$ cat src/hw/lsb_pkg.sv
// package: operation codes, sizes and constants of the logic/shift/bit unit
package lsb_pkg;

  // datapath widths
  localparam int DATA_W = 32;
  localparam int BYTE_W = 8;
  localparam int IDX_W = 3;

  // operand size masks and sign-bit positions
  localparam logic [31:0] MASK_BYTE = 32'h000000FF;
  localparam logic [31:0] MASK_WORD = 32'h0000FFFF;
  localparam logic [31:0] MASK_LONG = 32'hFFFFFFFF;
  localparam logic [31:0] TOP_BYTE = 32'h00000080;
  localparam logic [31:0] TOP_WORD = 32'h00008000;
  localparam logic [31:0] TOP_LONG = 32'h80000000;

  // reset values of the result, flag, memory write-data and bit-index registers
  localparam logic [31:0] RESET_DATA = 32'h00000000;
  localparam logic [7:0] RESET_BYTE = 8'h00;
  localparam logic [3:0] RESET_FLAGS = 4'h0;
  localparam logic [2:0] RESET_IDX = 3'h0;

  // positions in the flag vector {n, z, v, c}
  localparam int FLAG_C = 0;
  localparam int FLAG_V = 1;
  localparam int FLAG_Z = 2;
  localparam int FLAG_N = 3;

  // operand size
  typedef enum logic [1:0] {
    size_byte,
    size_word,
    size_long
  } lsb_size_type;

  // operation selected by the decoder
  typedef enum logic [4:0] {
    and_op,
    or_op,
    xor_op,
    not_op,
    arith_shift_left_op,
    arith_shift_right_op,
    logic_shift_left_op,
    logic_shift_right_op,
    rotate_left_op,
    rotate_right_op,
    rotate_carry_left_op,
    rotate_carry_right_op,
    bit_force_one_op,
    bit_force_zero_op,
    bit_toggle_op,
    bit_probe_op,
    carry_and_bit_op,
    carry_and_inv_bit_op,
    carry_or_bit_op,
    carry_or_inv_bit_op
  } lsb_op_type;

  // mask of the bits that belong to an operand of the given size
  function automatic logic [31:0] lsb_size_mask(lsb_size_type s);
    case (s)
      size_byte: return MASK_BYTE;
      size_word: return MASK_WORD;
      default: return MASK_LONG;
    endcase
  endfunction : lsb_size_mask

  // sign bit of an operand of the given size
  function automatic logic [31:0] lsb_size_top(lsb_size_type s);
    case (s)
      size_byte: return TOP_BYTE;
      size_word: return TOP_WORD;
      default: return TOP_LONG;
    endcase
  endfunction : lsb_size_top

endpackage : lsb_pkg

$ cat src/hw/lsb_shift_rot.sv
// two-stage shifter and rotator for byte, word and longword operands
`timescale 1ns/10ps
`default_nettype none
module lsb_shift_rot (
  input wire lsb_pkg::lsb_op_type op_i,
  input wire lsb_pkg::lsb_size_type size_i,
  input wire logic two_i,
  input wire logic [31:0] value_i,
  input wire logic carry_i,
  output logic [31:0] result_o,
  output logic carry_o,
  output logic ovf_o
);

  logic [31:0] size_m;
  logic [31:0] top_m;
  logic [31:0] step_v [0:2];
  logic [2:0] step_c;
  logic [2:0] step_o;

  // stage 0 is the operand cut to its size
  assign size_m = lsb_pkg::lsb_size_mask(size_i);
  assign top_m = lsb_pkg::lsb_size_top(size_i);
  assign step_v[0] = value_i & size_m;
  assign step_c[0] = carry_i;
  assign step_o[0] = 1'b0;

  // one single-position step per stage
  genvar g;
  for (g = 0; g < 2; g++)
  begin : g_step
    logic msb;
    logic new_msb;
    logic left;
    logic fill;
    logic [31:0] shl;
    logic [31:0] shr;

    assign msb = |(step_v[g] & top_m);
    assign shl = {step_v[g][30:0], 1'b0} & size_m;
    assign shr = {1'b0, step_v[g][31:1]};
    assign new_msb = |(shl & top_m);

    // direction and bit that enters the vacated end
    always_comb
    begin
      left = 1'b0;
      fill = 1'b0;
      case (op_i)
        lsb_pkg::arith_shift_left_op: left = 1'b1;
        lsb_pkg::logic_shift_left_op: left = 1'b1;
        lsb_pkg::rotate_left_op:
        begin
          left = 1'b1;
          fill = msb;
        end
        lsb_pkg::rotate_carry_left_op:
        begin
          left = 1'b1;
          fill = step_c[g];
        end
        lsb_pkg::arith_shift_right_op: fill = msb;
        lsb_pkg::rotate_right_op: fill = step_v[g][0];
        lsb_pkg::rotate_carry_right_op: fill = step_c[g];
        default: fill = 1'b0; // logical right shifts in zero
      endcase
    end

    // carry takes the bit that left the operand
    assign step_v[g+1] = left ? (shl | {31'h0, fill})
                              : (shr | (fill ? top_m : 32'h0));
    assign step_c[g+1] = left ? msb : step_v[g][0];
    assign step_o[g+1] = step_o[g] | (left & (msb ^ new_msb));
  end

  // one or two positions
  assign result_o = two_i ? step_v[2] : step_v[1];
  assign carry_o = two_i ? step_c[2] : step_c[1];
  assign ovf_o = (op_i == lsb_pkg::arith_shift_left_op) &
                 (two_i ? step_o[2] : step_o[1]);

endmodule : lsb_shift_rot
`default_nettype wire

$ cat src/hw/lsb_bit_op.sv
// single-bit manipulation of one byte, with carry and zero flag effects
`timescale 1ns/10ps
`default_nettype none
module lsb_bit_op (
  input wire lsb_pkg::lsb_op_type op_i,
  input wire logic [7:0] byte_i,
  input wire logic [2:0] idx_i,
  input wire logic carry_i,
  output logic [7:0] byte_o,
  output logic carry_o,
  output logic zero_o,
  output logic modify_o,
  output logic carry_we_o,
  output logic zero_we_o
);

  logic sel_bit;
  logic new_bit;

  assign sel_bit = byte_i[idx_i];
  assign zero_o = ~sel_bit;

  // effect of each bit operation
  always_comb
  begin
    new_bit = sel_bit;
    carry_o = carry_i;
    modify_o = 1'b0;
    carry_we_o = 1'b0;
    zero_we_o = 1'b0;
    case (op_i)
      lsb_pkg::bit_force_one_op:
      begin
        new_bit = 1'b1;
        modify_o = 1'b1;
      end
      lsb_pkg::bit_force_zero_op:
      begin
        new_bit = 1'b0;
        modify_o = 1'b1;
      end
      lsb_pkg::bit_toggle_op:
      begin
        new_bit = ~sel_bit;
        modify_o = 1'b1;
      end
      lsb_pkg::bit_probe_op: zero_we_o = 1'b1;
      lsb_pkg::carry_and_bit_op:
      begin
        carry_o = carry_i & sel_bit;
        carry_we_o = 1'b1;
      end
      lsb_pkg::carry_and_inv_bit_op:
      begin
        carry_o = carry_i & ~sel_bit;
        carry_we_o = 1'b1;
      end
      lsb_pkg::carry_or_bit_op:
      begin
        carry_o = carry_i | sel_bit;
        carry_we_o = 1'b1;
      end
      lsb_pkg::carry_or_inv_bit_op:
      begin
        carry_o = carry_i | ~sel_bit;
        carry_we_o = 1'b1;
      end
      default: modify_o = 1'b0;
    endcase
  end

  // only the indexed bit may change
  genvar g;
  for (g = 0; g < 8; g++)
  begin : g_bit
    assign byte_o[g] = (idx_i == 3'(g)) ? new_bit : byte_i[g];
  end

endmodule : lsb_bit_op
`default_nettype wire

$ cat src/hw/lsb_unit.sv
// logic, shift/rotate and bit manipulation slice of the cpu datapath
`timescale 1ns/10ps
`default_nettype none

module lsb_unit (
  input wire logic clock_i,
  input wire logic resetn_i,
  input wire logic req_i,
  input wire lsb_pkg::lsb_op_type op_i,
  input wire lsb_pkg::lsb_size_type size_i,
  input wire logic two_i,
  input wire logic [31:0] dst_i,
  input wire logic [31:0] src_gpr_i,
  input wire logic [31:0] imm_i,
  input wire logic use_imm_i,
  input wire logic [2:0] bit_imm_i,
  input wire logic bit_idx_reg_i,
  input wire logic mem_op_i,
  input wire logic carry_i,
  input wire logic [7:0] mem_rdata_i,
  input wire logic mem_rvalid_i,
  output logic busy_o,
  output logic done_o,
  output logic [31:0] result_o,
  output logic result_we_o,
  output logic [3:0] flags_o,
  output logic [3:0] flags_we_o,
  output logic mem_rd_o,
  output logic mem_wr_o,
  output logic [7:0] mem_wdata_o
);

  // sequencer states
  typedef enum logic [1:0] {
    st_idle,
    st_mem_wait
  } lsb_state_type;

  // all state of the unit
  typedef struct packed {
    logic [1:0] rst_sync;
    lsb_state_type fsm;
    lsb_pkg::lsb_op_type op;
    logic [2:0] idx;
    logic carry;
    logic busy;
    logic done;
    logic [31:0] result;
    logic result_we;
    logic [3:0] flags;
    logic [3:0] flags_we;
    logic mem_rd;
    logic mem_wr;
    logic [7:0] mem_wdata;
  } lsb_state_rec_type;

  lsb_state_rec_type st_q;
  lsb_state_rec_type st_d;

  // decode helpers
  logic op_is_logic;
  logic op_is_shift;
  logic op_is_bit;
  logic idx_imm_only;
  logic [2:0] live_idx;
  logic [31:0] operand_b;
  logic [31:0] logic_calc;
  logic [31:0] size_m;
  logic [31:0] size_t;

  // shared sub-unit connections
  logic [31:0] shift_res;
  logic shift_c;
  logic shift_v;
  lsb_pkg::lsb_op_type bit_op;
  logic [7:0] bit_in;
  logic [2:0] bit_idx;
  logic bit_cin;
  logic [7:0] bit_res;
  logic bit_c;
  logic bit_z;
  logic bit_mod;
  logic bit_c_we;
  logic bit_z_we;

  // operation class
  assign op_is_logic = (op_i == lsb_pkg::and_op) ||
                       (op_i == lsb_pkg::or_op) ||
                       (op_i == lsb_pkg::xor_op) ||
                       (op_i == lsb_pkg::not_op);
  assign op_is_shift = (op_i >= lsb_pkg::arith_shift_left_op) &&
                       (op_i <= lsb_pkg::rotate_carry_right_op);
  assign op_is_bit = (op_i >= lsb_pkg::bit_force_one_op);

  // inverted carry ops take their index from the immediate only
  assign idx_imm_only = (op_i == lsb_pkg::carry_and_inv_bit_op) ||
                        (op_i == lsb_pkg::carry_or_inv_bit_op);
  assign live_idx = (bit_idx_reg_i && !idx_imm_only) ?
                    src_gpr_i[2:0] : bit_imm_i;

  // second operand: register or immediate
  assign operand_b = use_imm_i ? imm_i : src_gpr_i;
  assign size_m = lsb_pkg::lsb_size_mask(size_i);
  assign size_t = lsb_pkg::lsb_size_top(size_i);

  // bitwise logic result
  always_comb
  begin
    case (op_i)
      lsb_pkg::and_op: logic_calc = dst_i & operand_b;
      lsb_pkg::or_op: logic_calc = dst_i | operand_b;
      lsb_pkg::xor_op: logic_calc = dst_i ^ operand_b;
      lsb_pkg::not_op: logic_calc = ~dst_i;
      default: logic_calc = dst_i;
    endcase
  end

  // shift and rotate datapath
  lsb_shift_rot u_shift (
    .op_i(op_i),
    .size_i(size_i),
    .two_i(two_i),
    .value_i(dst_i),
    .carry_i(carry_i),
    .result_o(shift_res),
    .carry_o(shift_c),
    .ovf_o(shift_v)
  );

  // bit unit sees the register byte when idle, the memory byte later
  assign bit_op = (st_q.fsm == st_mem_wait) ? st_q.op : op_i;
  assign bit_in = (st_q.fsm == st_mem_wait) ? mem_rdata_i : dst_i[7:0];
  assign bit_idx = (st_q.fsm == st_mem_wait) ? st_q.idx : live_idx;
  assign bit_cin = (st_q.fsm == st_mem_wait) ? st_q.carry : carry_i;

  lsb_bit_op u_bit (
    .op_i(bit_op),
    .byte_i(bit_in),
    .idx_i(bit_idx),
    .carry_i(bit_cin),
    .byte_o(bit_res),
    .carry_o(bit_c),
    .zero_o(bit_z),
    .modify_o(bit_mod),
    .carry_we_o(bit_c_we),
    .zero_we_o(bit_z_we)
  );

  // next state
  always_comb
  begin
    st_d = st_q;
    st_d.rst_sync = {st_q.rst_sync[0], 1'b1};
    st_d.done = 1'b0;
    st_d.result_we = 1'b0;
    st_d.flags_we = lsb_pkg::RESET_FLAGS;
    st_d.mem_rd = 1'b0;
    st_d.mem_wr = 1'b0;
    case (st_q.fsm)
      st_idle:
      begin
        if (req_i)
        begin
          if (op_is_bit && mem_op_i)
          begin
            // start of the memory byte sequence
            st_d.op = op_i;
            st_d.idx = live_idx;
            st_d.carry = carry_i;
            st_d.mem_rd = 1'b1;
            st_d.busy = 1'b1;
            st_d.fsm = st_mem_wait;
          end
          else if (op_is_logic)
          begin
            // upper bits outside the size are kept
            st_d.result = (dst_i & ~size_m) |
                          (logic_calc & size_m);
            st_d.result_we = 1'b1;
            st_d.flags[lsb_pkg::FLAG_N] = |(logic_calc & size_t);
            st_d.flags[lsb_pkg::FLAG_Z] = ~|(logic_calc & size_m);
            st_d.flags[lsb_pkg::FLAG_V] = 1'b0;
            st_d.flags_we[lsb_pkg::FLAG_N] = 1'b1;
            st_d.flags_we[lsb_pkg::FLAG_Z] = 1'b1;
            st_d.flags_we[lsb_pkg::FLAG_V] = 1'b1;
            st_d.done = 1'b1;
          end
          else if (op_is_shift)
          begin
            st_d.result = (dst_i & ~size_m) | shift_res;
            st_d.result_we = 1'b1;
            st_d.flags[lsb_pkg::FLAG_N] = |(shift_res & size_t);
            st_d.flags[lsb_pkg::FLAG_Z] = ~|shift_res;
            st_d.flags[lsb_pkg::FLAG_V] = shift_v;
            st_d.flags[lsb_pkg::FLAG_C] = shift_c;
            st_d.flags_we = 4'hF;
            st_d.done = 1'b1;
          end
          else
          begin
            // register bit operation on the low byte
            st_d.result = {dst_i[31:8], bit_res};
            st_d.result_we = bit_mod;
            st_d.flags[lsb_pkg::FLAG_Z] = bit_z;
            st_d.flags[lsb_pkg::FLAG_C] = bit_c;
            st_d.flags_we[lsb_pkg::FLAG_Z] = bit_z_we;
            st_d.flags_we[lsb_pkg::FLAG_C] = bit_c_we;
            st_d.done = 1'b1;
          end
        end
      end
      st_mem_wait:
      begin
        if (mem_rvalid_i)
        begin
          // for set, clear and toggle the whole byte goes back with only the one bit changed; probe and carry ops write nothing
          st_d.mem_wdata = bit_res;
          st_d.mem_wr = bit_mod;
          st_d.flags[lsb_pkg::FLAG_Z] = bit_z;
          st_d.flags[lsb_pkg::FLAG_C] = bit_c;
          st_d.flags_we[lsb_pkg::FLAG_Z] = bit_z_we;
          st_d.flags_we[lsb_pkg::FLAG_C] = bit_c_we;
          st_d.busy = 1'b0;
          st_d.done = 1'b1;
          st_d.fsm = st_idle;
        end
      end
      default: st_d.fsm = st_idle;
    endcase
    // internal reset held until the synchroniser releases
    if (!st_q.rst_sync[1])
    begin
      st_d.fsm = st_idle;
      st_d.op = lsb_pkg::and_op;
      st_d.idx = lsb_pkg::RESET_IDX;
      st_d.carry = 1'b0;
      st_d.busy = 1'b0;
      st_d.done = 1'b0;
      st_d.result = lsb_pkg::RESET_DATA;
      st_d.result_we = 1'b0;
      st_d.flags = lsb_pkg::RESET_FLAGS;
      st_d.flags_we = lsb_pkg::RESET_FLAGS;
      st_d.mem_rd = 1'b0;
      st_d.mem_wr = 1'b0;
      st_d.mem_wdata = lsb_pkg::RESET_BYTE;
    end
  end

  // state register, constants only under asynchronous reset
  always_ff @(posedge clock_i or negedge resetn_i)
  begin
    if (!resetn_i)
    begin
      st_q.rst_sync <= 2'h0;
      st_q.fsm <= st_idle;
      st_q.op <= lsb_pkg::and_op;
      st_q.idx <= lsb_pkg::RESET_IDX;
      st_q.carry <= 1'b0;
      st_q.busy <= 1'b0;
      st_q.done <= 1'b0;
      st_q.result <= lsb_pkg::RESET_DATA;
      st_q.result_we <= 1'b0;
      st_q.flags <= lsb_pkg::RESET_FLAGS;
      st_q.flags_we <= lsb_pkg::RESET_FLAGS;
      st_q.mem_rd <= 1'b0;
      st_q.mem_wr <= 1'b0;
      st_q.mem_wdata <= lsb_pkg::RESET_BYTE;
    end
    else
    begin
      st_q <= st_d;
    end
  end

  // outputs straight from the state register
  assign busy_o = st_q.busy;
  assign done_o = st_q.done;
  assign result_o = st_q.result;
  assign result_we_o = st_q.result_we;
  assign flags_o = st_q.flags;
  assign flags_we_o = st_q.flags_we;
  assign mem_rd_o = st_q.mem_rd;
  assign mem_wr_o = st_q.mem_wr;
  assign mem_wdata_o = st_q.mem_wdata;

endmodule : lsb_unit
`default_nettype wire

$ cat config.mk
export PLATFORM = sky130hd
export DESIGN_NAME = lsb_unit
export DESIGN_NICKNAME = d
export VERILOG_FILES = /design/src/hw/lsb_pkg.sv /design/src/hw/lsb_shift_rot.sv /design/src/hw/lsb_bit_op.sv /design/src/hw/lsb_unit.sv
export SDC_FILE = /design/constraint.sdc
export NUM_CORES = 1
export LEC_CHECK = 0
export ABC_CLOCK_PERIOD_IN_PS = 3800
export BUFFER_PORTS_ARGS = -buffer_cell sky130_fd_sc_hd__buf_4
export CAP_MARGIN = 10
export CORE_UTILIZATION = 46
export DETAILED_ROUTE_END_ITERATION = 6
export PLACE_DENSITY = 0.69
export SLEW_MARGIN = 15
export SYNTH_ARGS = -nofsm -noshare
export SYNTH_HDL_FRONTEND = slang
export SYNTH_HIERARCHICAL = 1
export SYNTH_SLANG_ARGS = --single-unit
$ cat constraint.sdc
create_clock -name clock_i -period 3.8 [get_ports clock_i]
set_input_delay 1.14 -clock clock_i [delete_from_list [all_inputs] [get_ports clock_i]]
set_output_delay 1.14 -clock clock_i [all_outputs]
set_load 0.05 [all_outputs]
# After elaboration in Yosys (flattened, before gate mapping)
# Cells that the tools add are included.
[word_totals]
regBits = 66
in_bits = 123
out_inout_bits = 53
[classes]
magnitude_cmp = 4
eq_ne = 42
muxes = 73
bitwise_logic = 33
n_reduce_logical = 35
[ops]
columns = ["op", "count"]
rows = [
  ["$and A32 B32 Y32", 12],
  ["$reduce_or A32 Y1", 8],
  ["$mux W32", 6],
  ["$pmux W32 S2", 2],
  ["$pmux W32 S4", 1],
  ["$or A32 B32 Y32", 3],
  ["$mux W64", 1],
  ["$not A32 Y32", 2],
  ["$or A31 B32 Y32", 2],
  ["$or A32 B1 Y32", 2],
  ["$mux W55", 1],
  ["$mux W42", 1],
  ["$eq A5 B4 Y1 const B", 8],
  ["$mux W1", 36],
  ["$mux W36", 1],
  ["$mux W34", 1],
  ["$mux W33", 1],
  ["$xor A32 B32 Y32", 1],
  ["$eq A5 B5 Y1 const B", 6],
  ["$mux W9", 3],
  ["$eq A5 B3 Y1 const B", 3],
  ["$ne A3 B3 Y1 const B", 5],
  ["$eq A3 B3 Y1 const B", 4],
  ["$mux W12", 1],
  ["other kinds (38)", 76],
]

# Depth between registers and ports, before layout
# Gate-level depths: netlist (run 1).
[logic_depth]
word_depth = 24
ltp_mapped = 16

# Hierarchy
# The synthesis (run 1) kept the hierarchy.
[by_module_without_submodules]
columns = ["module", "instances", "cells_per_inst", "area_per_inst_um2"]
rows = [
  ["lsb_unit", 1, 825, 6517.5],
  ["lsb_shift_rot", 1, 139, 1291.2],
  ["lsb_bit_op", 1, 62, 391.6],
]

# Worst setup path after synthesis (run 1)
# OpenSTA, ideal clock, no wires.
[synth_timing]
path_type = "input to register"
start = "in use_imm_i"
end = "reg st_q (netlist bit flags_o[2])"
setup_time_ns = 0.092
arrival_time_ns = 3.853
path_slack_ns = -0.145
cell_stages = 10
path_buffers = 2
cell_sequence = "clkbuf_1 buf_1 mux2i_1 ha_1 mux4_2 a2111oi_2 a31oi_1 a2111oi_2 nand4_1 o31ai_2"
[synth_via]
elab_chain_cells = 11
[synth_lines]
columns = ["element", "line_no", "text"]
rows = [
  ["start, declared", "lsb_unit.sv:15", "input wire logic use_imm_i,"],
  ["$mux W32 (*)", "lsb_unit.sv:102", "assign operand_b = use_imm_i ? imm_i : src_gpr_i;"],
  ["$xor A32 B32 Y32 (tied with other cells)", "lsb_unit.sv:112", "lsb_pkg::xor_op: logic_calc = dst_i ^ operand_b;"],
  ["$pmux W32 S4 (*)", "lsb_unit.sv:109", "case (op_i)"],
  ["$and A32 B32 Y32 (*)", "lsb_unit.sv:181", "st_d.flags[lsb_pkg::FLAG_Z] = ~|(logic_calc & size_m);"],
  ["$reduce_or A32 Y1 (*)", "lsb_unit.sv:181", ""],
  ["$logic_not A1 Y1 (*)", "lsb_unit.sv:181", ""],
  ["$mux W36 (*)", "lsb_unit.sv:174", "else if (op_is_logic)"],
  ["$mux W42 (*)", "lsb_unit.sv:164", "if (op_is_bit && mem_op_i)"],
  ["$mux W55 (*)", "lsb_unit.sv:162", "if (req_i)"],
  ["$pmux W1 S2 (*)", "lsb_unit.sv:159", "case (st_q.fsm)"],
  ["$mux W64 (*)", "lsb_unit.sv:231", "if (!st_q.rst_sync[1])"],
  ["end signal, assigned", "lsb_unit.sv:271", "st_q <= st_d;"],
  ["end, declared", "lsb_unit.sv:57", "lsb_state_rec_type st_q;"],
]
# Mark *: on every way between the ends. The rest lies on a longest branch, timed or not. The select of a mux whose other input is x is not followed.
# A chain may end at the register's enable or synchronous reset.

# Final worst setup path (run 1)
[layout_timing]
start = "in op_i[2]"
end = "reg st_q (netlist bit flags_o[2])"
[layout_via]
elab_chain_cells = 21
[layout_lines]
columns = ["element", "line_no", "text"]
rows = [
  ["start, declared", "lsb_unit.sv:9", "input wire lsb_pkg::lsb_op_type op_i,"],
  ["$eq A5 B4 Y1 or $eq A5 B3 Y1 (tied branches)", "lsb_shift_rot.sv:49", "case (op_i)"],
  ["$reduce_or A2 Y1 (no source line)", "--", ""],
  ["$pmux W1 S3", "lsb_shift_rot.sv:49", ""],
  ["$mux W32", "lsb_shift_rot.sv:71", ": (shr | (fill ? top_m : 32'h0));"],
  ["$or A31 B32 Y32", "lsb_shift_rot.sv:71", ""],
  ["$mux W32", "lsb_shift_rot.sv:70", "assign step_v[g+1] = left ? (shl | {31'h0, fill})"],
  ["$and A32 B32 Y32", "lsb_shift_rot.sv:39", "assign msb = |(step_v[g] & top_m);"],
  ["$reduce_or A32 Y1", "lsb_shift_rot.sv:39", ""],
  ["[... 5 more ...]", "--", ""],
  ["named net shift_res[14]", "lsb_unit.sv:72", "logic [31:0] shift_res;"],
  ["$reduce_or A32 Y1 (*)", "lsb_unit.sv:193", "st_d.flags[lsb_pkg::FLAG_Z] = ~|shift_res;"],
  ["$logic_not A1 Y1 (*)", "lsb_unit.sv:193", ""],
  ["$mux W1 (*)", "lsb_unit.sv:188", "else if (op_is_shift)"],
  ["$mux W36 (*)", "lsb_unit.sv:174", ""],
  ["$mux W42 (*)", "lsb_unit.sv:164", ""],
  ["$mux W55 (*)", "lsb_unit.sv:162", ""],
  ["$pmux W1 S2 (*)", "lsb_unit.sv:159", ""],
  ["$mux W64 (*)", "lsb_unit.sv:231", ""],
]
# The timed path passes the listed nets; every way through them passes the cells marked *. The select of a mux whose other input is x is not followed.

==> results of run 1 <==
layout by cell type (no fill, tap or decap), types with 11 or more instances in the layout:
master,count
nand3_1,22
inv_1,78
a221oi_1,14
a21oi_1,56
nor2_1,68
nand3b_1,11
o21ai_0,74
o211ai_1,15
dfrtp_1,64
mux4_2,27
nor2b_1,18
and2_1,20
nand2_1,103
nor3_1,23
buf_4,279
ha_1,64
a22o_1,17
mux2i_1,53
report_power, final:
group	switching, mW	internal [mW]	total [mW]	leakage (nW)
clock network	0.351	0.462	0.813	0.139
logic	0.714	0.513	1.23	3.91
registers	0.0257	0.723	0.749	0.858
total	1.09	1.70	2.79	4.91
cells by family (layout without fill, tap and decap cells):
| group | Yosys count | after routing | synth area share |
|---|---|---|---|
| other | 1 | 1 | 0.000457 |
| adder cells (fa/ha/maj) | 64 | 64 | 0.0977 |
| buffers and inverters | 202 | 379 | 0.122 |
| AO/OA/AOI/OAI | 279 | 279 | 0.229 |
| multiplexers | 94 | 94 | 0.158 |
| AND/OR/NAND/NOR | 319 | 319 | 0.194 |
| XOR/XNOR | 3 | 3 | 0.00320 |
| flip-flops | 64 | 64 | 0.195 |
worst max-delay path: stages:
cell and delay (ns):
buf_4 0.09, buf_4 0.21, and4bb_2 0.30, a32o_1 0.26
a211oi_2 0.36, o21ai_0 0.13, o31ai_1 0.11, o32ai_1 0.17
nor4_1 0.37, nand4_1 0.13, nor2_1 0.19, nand3_1 0.11
nand3_1 0.10, o211ai_1 0.16, o31ai_2 0.09
final cells by class:
cell class | instances | area share
Inverter | 80 | 0.0292
Multi-Input combinational cell | 760 | 0.549
Sequential cell | 64 | 0.155
Clock buffer | 10 | 0.0232
Tap cell | 225 | 0.0273
Timing Repair Buffer | 283 | 0.211
Clock inverter | 6 | 0.00425
layer usage:
metal  GRT usage  vias up  share of wire
met1       0.482     4203           0.46
li1            -     4011              -
met5           0        -              0
met3      0.0524       37          0.097
met4      0.0855        0          0.017
met2       0.467      493           0.43
sequential cells by signal (all words and copies together), names as in the netlist:
register / count
result_o: 32
st_q: 11
mem_wdata_o: 8
flags_o: 4
flags_we_o: 3
busy_o: 1
done_o: 1
mem_rd_o: 1
mem_wr_o: 1
result_we_o: 1
st_d: 1
stage by stage:
step	setup slack [ns]	hold WS [ns]	TNS [ns]	power, mW
after global placement	-0.214	0.335	-1.15	1.94
after global routing	-0.0215	0.381	-0.0379	2.91
after detailed placement	-0.266	0.337	-2.57	1.95
after floorplan	0.00134	0.331	0	1.50
final	0.137	0.348	0	2.79
after CTS	0.0782	0.351	0	2.76
worst min path at each step:
| stage | from | end | slack, ns | cells after the start |
|---|---|---|---|---|
| finish | st_d[65] | st_q[65] | 0.35 | 0 |
| detailed placement | st_d[65] | st_q[65] | 0.34 | 0 |
| CTS | st_d[65] | st_q[65] | 0.35 | 0 |
| global route | st_d[65] | st_q[65] | 0.38 | 0 |
| floorplan | st_d[65] | st_q[65] | 0.33 | 0 |
| global placement | st_d[65] | st_q[65] | 0.33 | 0 |
==> run metrics, run 1 <==
status=completed; Die Y=136 um; initial antenna violation count=0; first-pass GRT wire length=44500 um; FF/Latch Area=1600 um2; final wirelength=29200 um; Avg Inst Size Synth=7.99 um2; fin area=10300 um2; Cell Count Post-Placement=1412; std cell rows=48; global placement routability congestion=0.998; Commonest cells post-synth=nand2_1, inv_1, o21ai_0; endpoints failing hold=0; post-synth cell types=84; filler cell count=1644; Slew @ Worst Pin=0.892 ns; diode count=0; total core area=17400 um2; CP max FO=15; Root Buffer=clkbuf_16; mapped cell area=8200 um2; Peak supply drop=0.000299 V; post-synthesis sequential area ratio=0.195; Synth Net Count=1213; number of global-route vias before repair=7890; area share of the leading cell type in the synthesized netlist=0.195; Max Fclk=0.273 GHz; Syn-to-layout area delta=25.6%; FF+latch count, synth=64; final setup violation count=0; Starting Density=0.472; post-CTS sizing=0; clock skew=0.0172 ns; clock buffer depth=2; count of flip-flops with a built-in enable after synthesis=0; post-DP HPWL=22900 um; Worst setup SP type=input pin; GRT overflow=0; ys async rst share=1.00; Ys Warns=6; most common cell in the netlist=nand2_1; Total GRT Usage=0.320; final slew viol count=0; Top FF cell, synth=dfrtp_1; pwr dens=271 nW/um2; dominant cell type by area after synthesis=dfrtp_1; area of the die=18400 um2; fraction of layout cells with a size suffix above 1=0.305; DRC viols=0; pin count of the biggest net entering global routing=65; largest cells by area after synthesis=dfrtp_1, ha_1, mux4_2; Clk Latency, worst-skew pair=0.35 ns; post-layout util=0.593; CP Launch Point=op_i[2]; Initial DRT Pass Iterations=5; routed vias/inst=6.12; period utilization=0.964; Slew headroom=0.405; Routed WL per cell=20.4 um; CTS tree=yes; Crit path arrival time=3.93 ns; multi-input logic area=5660 um2; placed instance area=9960 um2; Port Buffers=175; FF-to-FF path depth=12; WS Path Type=in -> reg; FF-to-FF setup slack=0.80 ns; Synth Instances=1026; CP endpoint kind=flip-flop; Antenna Nets Post-Route=0; clk sinks=64; Req. time, crit path=4.06 ns; postcts setup bufs=0; worst r2r src=st_q[62]; Layout Cells excl Fill=1428; # H-tree levels=3; hold buffer count at cts=0; Ports=176; Tmin final=3.66 ns; Worst-path clk slew=0.07 ns; Leak=4.91 nW; r2r endpoint=result_o[6]; Num CTS Buffers=9; maxcap violations=0; Vias=8744; worst setup path end=flags_o[2]; die width=136 um; worst hold path type=reg -> reg; Nets=1385; 1st-iter DRT viols=936
(Power assumes the default switching activity.)
==> inputs of run 2 (changes only) <==
--- a/config.mk
+++ b/config.mk
@@ -11,6 +11,7 @@
 export CORE_UTILIZATION = 46
 export DETAILED_ROUTE_END_ITERATION = 6
 export PLACE_DENSITY = 0.69
+export RECOVER_POWER = 100
 export SLEW_MARGIN = 15
 export SYNTH_ARGS = -nofsm -noshare
 export SYNTH_HDL_FRONTEND = slang
==> run 2 against run 1 <==
Net effect: the run now ends with capacitance limit, slew limit left; die area is the same; register-to-register slack is essentially flat; non-clock buffer count is the same; utilization shrank 1.5 points; critical endpoint is now result_o[6]; largest power group unchanged.
==> run metrics, run 2 (same netlist as run 1, synthesis figures left out) <==
status=complete, but fails checks; failing checks=capacitance limit, slew limit; Leak=4.65 nW (-5.4%); Clk Latency, worst-skew pair=0.35 ns (about the same); Max Fclk=0.273 GHz (-0.15%); Hold EP=st_q[65]; clock buffer depth=2 (unchanged); postcts setup bufs=0 (unchanged); GRT overflow=0 (unchanged); Req. time, crit path=4.02 ns (-0.04 ns); Layout Cells excl Fill=1428 (unchanged); worst r2r src=st_q[62]; Antenna Nets Post-Route=0 (unchanged); most frequent cells in the layout=buf_4, nand2_1, inv_1; Tmin final=3.67 ns (+0.00562 ns); CTS tree=yes; post-layout util=0.579 (-0.0146); global placement routability congestion=0.998 (unchanged); Initial DRT Pass Iterations=6 (+1); fraction of layout cells with a size suffix above 1=0.249 (-0.0565); Ports=176 (unchanged); fin area=10000 um2 (-2.5%); first-pass GRT wire length=44500 um (unchanged); die width=136 um (unchanged); diode count=0 (unchanged); pin count of the biggest net entering global routing=65 (unchanged); Worst-path clk slew=0.06 ns (about the same); Crit path arrival time=3.89 ns (-0.04 ns); hold path startpoint=st_d[65]; final wirelength=29300 um (+0.58%); Slew @ Worst Pin=1.72 ns (+0.825 ns); Nets=1385 (unchanged); FF-to-FF setup slack=0.79 ns (about the same); setup_tns=0 ns (unchanged); placed instance area=9960 um2 (unchanged); Die Y=136 um (unchanged); post-DP HPWL=22900 um (unchanged); Total GRT Usage=0.320 (unchanged); DRC viols=0 (unchanged); CP endpoint kind=flip-flop; clock skew=0.0162 ns (-0.000959 ns); 1st-iter DRT viols=859 (-8.2%); endpoints failing hold=0 (unchanged); Vias=8761 (+0.19%); Cell Count Post-Placement=1412 (unchanged); Worst setup SP type=input pin; final slew viol count=65 (+65); worst path cell trace=clkbuf_4 > nand4bb_1 > nand2_2 > mux2i_2 > mux2i_2 > mux2_4 > o32ai_1 > nor4bb_2 > nor4_2 > buf_4 > a31oi_2 > mux2i_1 > o21ai_0 > o22ai_1 > nor2_1; WS Path Type=in -> reg; CP max-delay cell=o32ai_1; Crit path largest cell delay=0.42 ns (+0.05 ns); Starting Density=0.472 (unchanged); std cell rows=48 (unchanged); Most common cell on crit path=mux2i_2; worst hold path type=reg -> reg; # H-tree levels=3 (unchanged); r2r endpoint=result_o[6]; area of the die=18400 um2 (unchanged); Hold WS=0.348 ns (-0.000178 ns); max reg flops=32 (unchanged); Port Buffers=175 (unchanged); Root Buffer=clkbuf_16; Routed WL per cell=20.5 um (+0.58%); most common cell after layout, fill and taps aside=buf_4; Slew headroom=-0.144 (-0.550); Num CTS Buffers=9 (unchanged); FF-to-FF path depth=12 (unchanged); routed vias/inst=6.14 (+0.19%); pwr dens=274 nW/um2 (+1.1%); Peak supply drop=0.000295 V (-1.1%); Syn-to-layout area delta=22.5%; clk sinks=64 (unchanged); final setup violation count=0 (unchanged); CP max FO=4 (-11); period utilization=0.965 (+0.00148); WHS Path Cells=0 (unchanged); initial antenna violation count=0 (unchanged); maxcap violations=1 (+1); total core area=17400 um2 (unchanged); number of global-route vias before repair=7890 (unchanged)
[run 2: area by class of cell]
type                       count  area [um2]
sequential                    64        1600
timing repair buffer         283        1920
multi-input combinational    760        5660
tap                          225         282
inverter                      80         300
fill                        1728        7310
clock inverter                 6        43.8
clock buffer                  10         239
[run 2: worst max-delay path: cells and delay by family]
family	cells	cell delay, ns
muxes	4	0.86
buffers and inverters	2	0.29
AOI/OAI and AO/OA	4	0.73
and+or+nand+nor	5	0.87
[run 2: timing repair]
item | 4_1_cts | 5_1_grt
setup endpoints to repair | 0 | 10
endpoints found under the hold margin | 0 | 0
hold buffers | 0 | 0
resized for setup | 0 | 11
[run 2: metal layers]
metal	track usage	share of wire	vias to the layer above
met3	0.0524	0.093	35
met1	0.482	0.46	4241
met4	0.0855	0.016	0
li1	-	-	4011
met2	0.467	0.43	474
met5	0	0	-
[run 2: worst max-delay path by stage]
stage,from,to,cells after the start,slack [ns]
6_report,op_i[3],result_o[6],15,0.13
3_3_place_gp,op_i[3],result_o[6],15,-0.21
4_1_cts,op_i[3],result_o[6],15,0.08
3_5_place_dp,op_i[3],result_o[6],15,-0.27
2_1_floorplan,op_i[0],result_o[6],15,0.001
5_1_grt,op_i[3],result_o[6],16,-0.03
[run 2: report_power, final]
group          switching (mW)  leakage [nW]  internal (mW)  total, mW
logic                   0.714          3.65          0.475       1.19
registers              0.0252         0.858          0.723      0.749
clock network           0.351         0.139          0.462      0.813
[run 2: stage by stage]
step	setup slack [ns]	power (mW)
floorplan	0.00134	1.50
global route	-0.0264	2.87
global placement	-0.214	1.94
detailed placement	-0.266	1.95
finish	0.131	2.75
CTS	0.0782	2.76
